`src/perf_counter_channel.sv`:
```
// Shared constants and types, plus one performance counter channel
package perf_pkg;
    // Counter geometry
    localparam int COUNTER_WIDTH      = 32;
    localparam int NUM_CHANNELS       = 4;
    localparam int NUM_REQUESTERS     = 4;
    // Channel index of channel_three, first channel with bus events
    localparam int FIRST_BUS_CHANNEL  = 2;
    // Clock periods, and the bus tick derived from them
    localparam int CPU_CLOCK_PERIOD_NS    = 5;
    localparam int SYSBUS_CLOCK_PERIOD_NS = 10;
    localparam int SYSBUS_DIVIDE =
        (SYSBUS_CLOCK_PERIOD_NS + CPU_CLOCK_PERIOD_NS - 1)
        / CPU_CLOCK_PERIOD_NS;
    localparam int DIV_WIDTH = 8;

    // Event selection per channel
    typedef enum logic [3:0] {
        EV_NONE,
        EV_XY_WRITE,
        EV_U_READ,
        EV_U_WRITE,
        EV_OC_READ_MISS,
        EV_OC_WRITE_MISS,
        EV_OP_READ_WAIT,
        EV_OP_WRITE_WAIT,
        EV_CRM_WAIT,
        EV_CWM_WAIT,
        EV_BUS_REQ,
        EV_BUS_RSP,
        EV_REQ_WAIT,
        EV_RSP_WAIT
    } event_sel_t;

    // Operand path and cache activity, one cycle per event
    typedef struct packed {
        logic xy_write_opbus;    // Operand bus write to XY memory
        logic xy_write_xybus;    // XY bus write to XY memory
        logic x_move;            // x_move_instruction accesses XY
        logic x_move_write;      // That access is a write
        logic y_move;            // y_move_instruction accesses XY
        logic y_move_write;      // That access is a write
        logic u_read;            // Operand read of U-memory
        logic u_write;           // Operand write of U-memory
        logic u_via_cache;       // U-memory access came through cache
        logic oc_read_miss;      // Read miss going outside the core
        logic oc_write_miss;     // Write miss going outside the core
        logic write_through;     // Write is a write-through access
        logic preload;           // Miss caused by cache_preload_instruction
        logic op_read_wait;      // Operand read wait cycle
        logic op_write_wait;     // Operand write wait cycle
        logic read_miss_wait;    // Wait due to operand read miss
        logic fill_contention;   // Line fill wait overlapping by contention
        logic write_miss_wait;   // Wait due to operand write miss
    } operand_events_t;

    // System bus handshakes, one bit per requester
    typedef struct packed {
        logic [NUM_REQUESTERS-1:0] transfer_ask;
        logic [NUM_REQUESTERS-1:0] acceptance_signal;
        logic [NUM_REQUESTERS-1:0] reply_ask;
        logic [NUM_REQUESTERS-1:0] reply_acceptance;
    } sysbus_t;
endpackage

`timescale 1ns/1ps

module perf_counter_channel #(
    parameter int WIDTH = perf_pkg::COUNTER_WIDTH
) (
    // Clock and reset
    input  wire logic             clock,
    input  wire logic             rst,
    // Control
    input  wire logic             clear,
    input  wire logic             step,
    // Result
    output logic [WIDTH-1:0]      value_reg,
    output logic                  overflow_reg,
    output logic                  carry
);
    localparam logic [WIDTH-1:0] ALL_ONES = '1;
    localparam logic [WIDTH-1:0] ONE      = WIDTH'(1);

    // Wrap of this counter, feeds the upper half of a pair
    assign carry = step && (value_reg == ALL_ONES);

    ////////////////////////////////////////////////////////////////////
    // Count value; clear has priority since host wants a fresh start
    always_ff @(posedge clock) begin
        if (rst || clear) begin
            value_reg <= '0;
        end else if (step) begin
            value_reg <= value_reg + ONE;
        end
    end

    // Sticky overflow; a wrap in the clearing cycle is kept
    always_ff @(posedge clock) begin
        if (rst) begin
            overflow_reg <= 1'b0;
        end else if (carry) begin
            overflow_reg <= 1'b1;
        end else if (clear) begin
            overflow_reg <= 1'b0;
        end
    end
endmodule

```
`src/perf_event_unit.sv`:
```
// Event qualification and counter channels for operand and bus events
//
// Functional notes
// - XY write counts XY and operand bus
// - Simultaneous x/y moves count once only
// - U-memory reads, writes separate, cache excluded
// - Read miss counts once per external access
// - Preload misses never counted as misses
// - Write miss excludes write-through accesses
// - Operand read, write wait cycles counted
// - Read miss wait includes fill contention
// - Every write miss wait cycle counted
// - Bus events only on channels three, four
// - Bus cells sampled on bus clock tick
// - Request wait: ask without acceptance counted
// - Response wait: reply without acceptance counted
// - Many waiting requests add one per bus tick
// - 32-bit counters, pairs join to 64
// - CPU events halt while CPU sleeps
`timescale 1ns/1ps

module perf_event_unit #(
    parameter int NCH   = perf_pkg::NUM_CHANNELS,
    parameter int WIDTH = perf_pkg::COUNTER_WIDTH,
    parameter int BUS_DIVIDE = perf_pkg::SYSBUS_DIVIDE
) (
    // Clock and reset
    input  wire logic                        clock,
    input  wire logic                        rst,
    // Core activity
    input  wire perf_pkg::operand_events_t   op_events,
    input  wire logic                        cpu_sleep,
    // System bus handshakes
    input  wire perf_pkg::sysbus_t           bus,
    // Host control
    input  wire perf_pkg::event_sel_t [NCH-1:0] chan_select,
    input  wire logic [NCH-1:0]              chan_clear,
    input  wire logic [NCH/2-1:0]            pair_extend,
    // Host results
    output logic [NCH-1:0][WIDTH-1:0]        chan_value,
    output logic [NCH-1:0]                   chan_overflow,
    output logic                             bus_tick
);
    localparam logic [perf_pkg::DIV_WIDTH-1:0] DIV_LAST =
        perf_pkg::DIV_WIDTH'(BUS_DIVIDE - 1);
    localparam logic [perf_pkg::DIV_WIDTH-1:0] DIV_ONE =
        perf_pkg::DIV_WIDTH'(1);

    ////////////////////////////////////////////////////////////////////
    // Bus clock rate as a one-cycle enable from a divider

    logic [perf_pkg::DIV_WIDTH-1:0] div_reg;   // Divider phase

    // Free-running divider; bus logic only looks at inputs on the tick
    always_ff @(posedge clock) begin
        if (rst) begin
            div_reg <= '0;
        end else if (div_reg == DIV_LAST) begin
            div_reg <= '0;
        end else begin
            div_reg <= div_reg + DIV_ONE;
        end
    end

    assign bus_tick = (div_reg == DIV_LAST);

    ////////////////////////////////////////////////////////////////////
    // CPU-side event qualification

    logic ev_xy_write;      // XY memory write access
    logic ev_u_read;        // U-memory operand read
    logic ev_u_write;       // U-memory operand write
    logic ev_rd_miss;       // Operand read miss
    logic ev_wr_miss;       // Operand write miss
    logic ev_rd_wait;       // Operand read wait cycle
    logic ev_wr_wait;       // Operand write wait cycle
    logic ev_rm_wait;       // Read miss wait cycle
    logic ev_wm_wait;       // Write miss wait cycle
    logic cpu_run;          // CPU clock is running

    assign cpu_run = !cpu_sleep;

    always_comb begin
        ev_xy_write = op_events.xy_write_opbus
                   || op_events.xy_write_xybus
                   || (op_events.x_move && op_events.x_move_write)
                   || (op_events.y_move && op_events.y_move_write);
        if (op_events.x_move && op_events.y_move) begin
            ev_xy_write = 1'b1;
        end
        ev_u_read  = op_events.u_read  && !op_events.u_via_cache;
        ev_u_write = op_events.u_write && !op_events.u_via_cache;
        ev_rd_miss = op_events.oc_read_miss && !op_events.preload;
        ev_wr_miss = op_events.oc_write_miss && !op_events.preload
                  && !op_events.write_through;
        ev_rd_wait = op_events.op_read_wait;
        ev_wr_wait = op_events.op_write_wait;
        ev_rm_wait = op_events.read_miss_wait
                  || op_events.fill_contention;
        ev_wm_wait = op_events.write_miss_wait;
    end

    ////////////////////////////////////////////////////////////////////
    // System bus event qualification, valid only on the tick

    logic ev_bus_req;       // Request cell accepted
    logic ev_bus_rsp;       // Response cell accepted
    logic ev_req_wait;      // Some request still waiting
    logic ev_rsp_wait;      // Some response still waiting

    // Count a waiting channel once however many requesters wait
    function automatic logic any_waiting(
        input logic [perf_pkg::NUM_REQUESTERS-1:0] ask,
        input logic [perf_pkg::NUM_REQUESTERS-1:0] accept
    );
        any_waiting = |(ask & ~accept);
    endfunction

    // A cell is one accepted transfer seen on a bus clock
    function automatic logic any_cell(
        input logic [perf_pkg::NUM_REQUESTERS-1:0] ask,
        input logic [perf_pkg::NUM_REQUESTERS-1:0] accept
    );
        any_cell = |(ask & accept);
    endfunction

    always_comb begin
        ev_bus_req  = bus_tick
                   && any_cell(bus.transfer_ask, bus.acceptance_signal);
        ev_bus_rsp  = bus_tick
                   && any_cell(bus.reply_ask, bus.reply_acceptance);
        ev_req_wait = bus_tick
                   && any_waiting(bus.transfer_ask, bus.acceptance_signal);
        ev_rsp_wait = bus_tick
                   && any_waiting(bus.reply_ask, bus.reply_acceptance);
    end

    ////////////////////////////////////////////////////////////////////
    // Event picked by one channel's selection

    function automatic logic select_event(
        input perf_pkg::event_sel_t sel,
        input logic                 bus_allowed,
        input logic [8:0]           cpu_ev,
        input logic [3:0]           bus_ev
    );
        logic picked;
        picked = 1'b0;
        case (sel)
            perf_pkg::EV_XY_WRITE:      picked = cpu_ev[0];
            perf_pkg::EV_U_READ:        picked = cpu_ev[1];
            perf_pkg::EV_U_WRITE:       picked = cpu_ev[2];
            perf_pkg::EV_OC_READ_MISS:  picked = cpu_ev[3];
            perf_pkg::EV_OC_WRITE_MISS: picked = cpu_ev[4];
            perf_pkg::EV_OP_READ_WAIT:  picked = cpu_ev[5];
            perf_pkg::EV_OP_WRITE_WAIT: picked = cpu_ev[6];
            perf_pkg::EV_CRM_WAIT:      picked = cpu_ev[7];
            perf_pkg::EV_CWM_WAIT:      picked = cpu_ev[8];
            // Bus selections only where the channel offers them
            perf_pkg::EV_BUS_REQ:       picked = bus_allowed && bus_ev[0];
            perf_pkg::EV_BUS_RSP:       picked = bus_allowed && bus_ev[1];
            perf_pkg::EV_REQ_WAIT:      picked = bus_allowed && bus_ev[2];
            perf_pkg::EV_RSP_WAIT:      picked = bus_allowed && bus_ev[3];
            // No selection: channel holds its value
            default:                    picked = 1'b0;
        endcase
        select_event = picked;
    endfunction

    logic [8:0] cpu_ev;     // Gated CPU-side events
    logic [3:0] bus_ev;     // Bus-side events

    // Bus events keep running in sleep; only the CPU clock stops
    assign cpu_ev = cpu_run ? {ev_wm_wait, ev_rm_wait, ev_wr_wait,
                               ev_rd_wait, ev_wr_miss, ev_rd_miss,
                               ev_u_write, ev_u_read, ev_xy_write}
                            : 9'h000;
    assign bus_ev = {ev_rsp_wait, ev_req_wait, ev_bus_rsp, ev_bus_req};

    ////////////////////////////////////////////////////////////////////
    // Counter channels, lower/upper pairs joinable

    logic [NCH-1:0] chan_step;    // Increment this cycle
    logic [NCH-1:0] chan_carry;   // Wrap out of each channel
    logic [NCH-1:0] own_event;    // Event of the channel's own selection

    always_comb begin
        for (int c = 0; c < NCH; c++) begin
            own_event[c] = select_event(chan_select[c],
                                        c >= perf_pkg::FIRST_BUS_CHANNEL,
                                        cpu_ev, bus_ev);
        end
    end

    always_comb begin
        for (int c = 0; c < NCH; c++) begin
            if ((c % 2 == 1) && pair_extend[c / 2]) begin
                chan_step[c] = chan_carry[c - 1];
            end else begin
                chan_step[c] = own_event[c];
            end
        end
    end

    // One counter per channel; a cleared pair needs both halves cleared
    for (genvar g = 0; g < NCH; g++) begin : gen_chan
        perf_counter_channel #(
            .WIDTH        (WIDTH)
        ) u_counter (
            .clock        (clock),
            .rst          (rst),
            .clear        (chan_clear[g]),
            .step         (chan_step[g]),
            .value_reg    (chan_value[g]),
            .overflow_reg (chan_overflow[g]),
            .carry        (chan_carry[g])
        );
    end
endmodule

```
`config.mk`:
```
export PLATFORM = sky130hd
export DESIGN_NAME = perf_event_unit
export DESIGN_NICKNAME = d
export VERILOG_FILES = /design/src/perf_counter_channel.sv /design/src/perf_event_unit.sv
export SDC_FILE = /design/constraint.sdc
export NUM_CORES = 1
export LEC_CHECK = 0
export BUFFER_PORTS_ARGS = -buffer_cell sky130_fd_sc_hd__buf_2
export CAP_MARGIN = 40
export CORE_ASPECT_RATIO = 2
export CORE_MARGIN = 1
export CORE_UTILIZATION = 35
export DETAILED_ROUTE_END_ITERATION = 8
export PLACE_DENSITY = 0.58
export SYNTH_ARGS = -nofsm -noshare
export SYNTH_HDL_FRONTEND = slang
export SYNTH_HIERARCHICAL = 1
export SYNTH_SLANG_ARGS = --single-unit
```
`constraint.sdc`:
```
create_clock -name clock -period 4.7 [get_ports clock]
set_clock_uncertainty 0.2 [all_clocks]
set_input_delay 0.94 -clock clock [delete_from_list [all_inputs] [get_ports clock]]
set_output_delay 0.94 -clock clock [all_outputs]
set_load 0.01 [all_outputs]
```
==> results.toml <==
[clocking]
postCtsSetupRepairBufs = 0
clk_latency_ns = 0.44
cts-buffers-inserted = 17
cts.clk_slew.worst_paths_ns = 0.06
root_buffer = "clkbuf_16"
clock-sinks = 140
h-tree-depth = 4
cts_resized = 0
cts_tree = "done"
cts_max_path_buffers = 2
postCtsHoldBufs = 0

[pwr]
power.internal_w = 0.00221
finalPower_w = 0.00284
power_frac_seq = 0.422
switching_power_w = 0.000629
combPwrFrac = 0.052
swShare = 0.221
pwr-share-clk = 0.526
peakVddDrop_mv = 0.231
cellPowerDensity_nw_per_um2 = 308
p_leak_nw = 3.68

[yosys]
synth_cells = 883
syn_area_um2 = 7530
ys_warn_count = 6
avgSynthCellArea_um2 = 8.52
synth_fp_nets = 948

[grt]
grt_max_degree = 30
grt_pass1_wl_um = 36700
grt_pass1_vias = 7305
grt_use_total = 0.210
grt_antenna_before_repair = 1
grt_overflow = 0

[cells_and_area]
layoutNonFillerInstCount = 1342
drive_gt1_frac = 0.243
nNetsFinal = 1124
largest_reg_flops = 128
syn2layout_area_growth_pct = 22.7
nFillCells = 2190

[floorplan]
io_pins = 192
dieArea_um2 = 22100
num_rows = 75
die_y_um = 209
core-area_um2 = 21000
initial_core_util = 0.358
dieWidth_um = 106

[place]
hpwlAfterDp_um = 17200
place.gp.congestion = 0.905
port_buffers = 191
place_inst = 1309

[worst_setup_path]
end_kind = "flip-flop"
criticalPathCategory = "in2reg"
worstPathArrival_ns = 4.29
critPathLaunchType = "input port"
cp_max_fo = 6
crit_required_ns = 4.86

[detailed_routing]
wl_met2_um = 12400
wirelength_um = 22700
drtPass1Iterations = 4
postRouteAntennaNets = 0
viasPerCell = 5.60
first_iter_violations = 349
num_vias = 7514
wl_met1_um = 8460
route.detailed.drc = 0
highest_layer = "met4"
routed-wl-met3_um = 1080
wl_per_cell_um = 16.9

[sta]
slew_headroom = 0.586
setup-tns-final_ns = 0
worstMarginPinSlew_ns = 0.620
finalHoldViolations = 0
fmax_ghz = 0.242
fin_crit_ns = 4.13
rsz0062_at_grt = "false"
setup_viol = 0
drv_slew = 0
finalCritPeriodShare = 0.880

[run_status]
status = "completed"

[hold_path]
holdCritPathClass = "reg2reg"

[flow_run]
max_cap_viol_count = 0
-- cell usage in the layout (no fill, tap or decap), types with 29 or more instances in the layout --
cell type / count
and4_1: 36
a21oi_1: 75
dfxtp_1: 140
nand3_1: 46
or4_1: 41
or3_1: 33
o21ai_0: 29
nand2_1: 59
nand4_1: 43
o31ai_1: 44
buf_2: 191
nor2_1: 79
-- power groups by stage --
stage | clock network [W] | registers (W) | logic (W)
3_5_place_dp | 0 | 0.00122 | 0.000148
4_1_cts | 0.00154 | 0.00120 | 0.000148
6_report | 0.00149 | 0.00120 | 0.000147
3_3_place_gp | 0 | 0.00122 | 0.000148
5_1_grt | 0.00159 | 0.00120 | 0.000164
2_1_floorplan | 0 | 0.00122 | 0.0000867
-- stage by stage --
step | instance area (um2) | setup WS [ns] | utilization | hold slack (ns)
3_5_place_dp | 8580 | 0.0744 | 0.408 | 0.260
3_3_place_gp | 8580 | 0.195 | 0.408 | 0.257
2_1_floorplan | 7530 | 0.363 | - | 0.253
6_report | 9230 | 0.566 | 0.439 | 0.265
4_1_cts | 9230 | 0.529 | 0.439 | 0.271
5_1_grt | 9230 | 0.286 | 0.439 | 0.297
-- worst max-delay path, stage by stage --
cell,delay (ns)
buf_2,0.09
a21oi_1,0.06
o21a_1,0.21
o21ai_0,0.14
a21oi_1,0.08
or4_1,0.39
nand3_1,0.20
and4_1,0.25
nand4_1,0.12
nor3_1,0.24
a22o_1,0.30
and4_1,0.26
nand4_1,0.28
or4_1,0.56
a21oi_1,0.17
-- metal layers --
metal,vias up,global-route usage
met1,3535,0.206
met3,49,0.0491
li1,3719,-
met2,211,0.396
met5,-,0
met4,0,0.117
-- worst paths after layout --
kind,slack (ns),to,cells after the start,from
max,0.57,gen_chan[1].u_counter/value_reg[28],15,op_events[15]
min reg2reg,0.26,gen_chan[1].u_counter/overflow_reg,2,gen_chan[1].u_counter/overflow_reg
max reg2reg,0.93,gen_chan[3].u_counter/value_reg[30],15,div_reg[6]
min,0.26,gen_chan[1].u_counter/overflow_reg,2,gen_chan[1].u_counter/overflow_reg
-- final cells by class --
type / instances / area [um2] / area share
Clock inverter: 13 / 195 / 0.0211
Timing Repair Buffer: 205 / 1060 / 0.115
Sequential cell: 140 / 2800 / 0.304
Clock buffer: 19 / 453 / 0.0491
Tap cell: 269 / 337 / 0.0364
Antenna cell: 1 / 2.50 / 0.000271
Inverter: 21 / 78.8 / 0.00854
Multi-Input combinational cell: 674 / 4300 / 0.466
No activity file was read; power rests on OpenSTA's default activity.
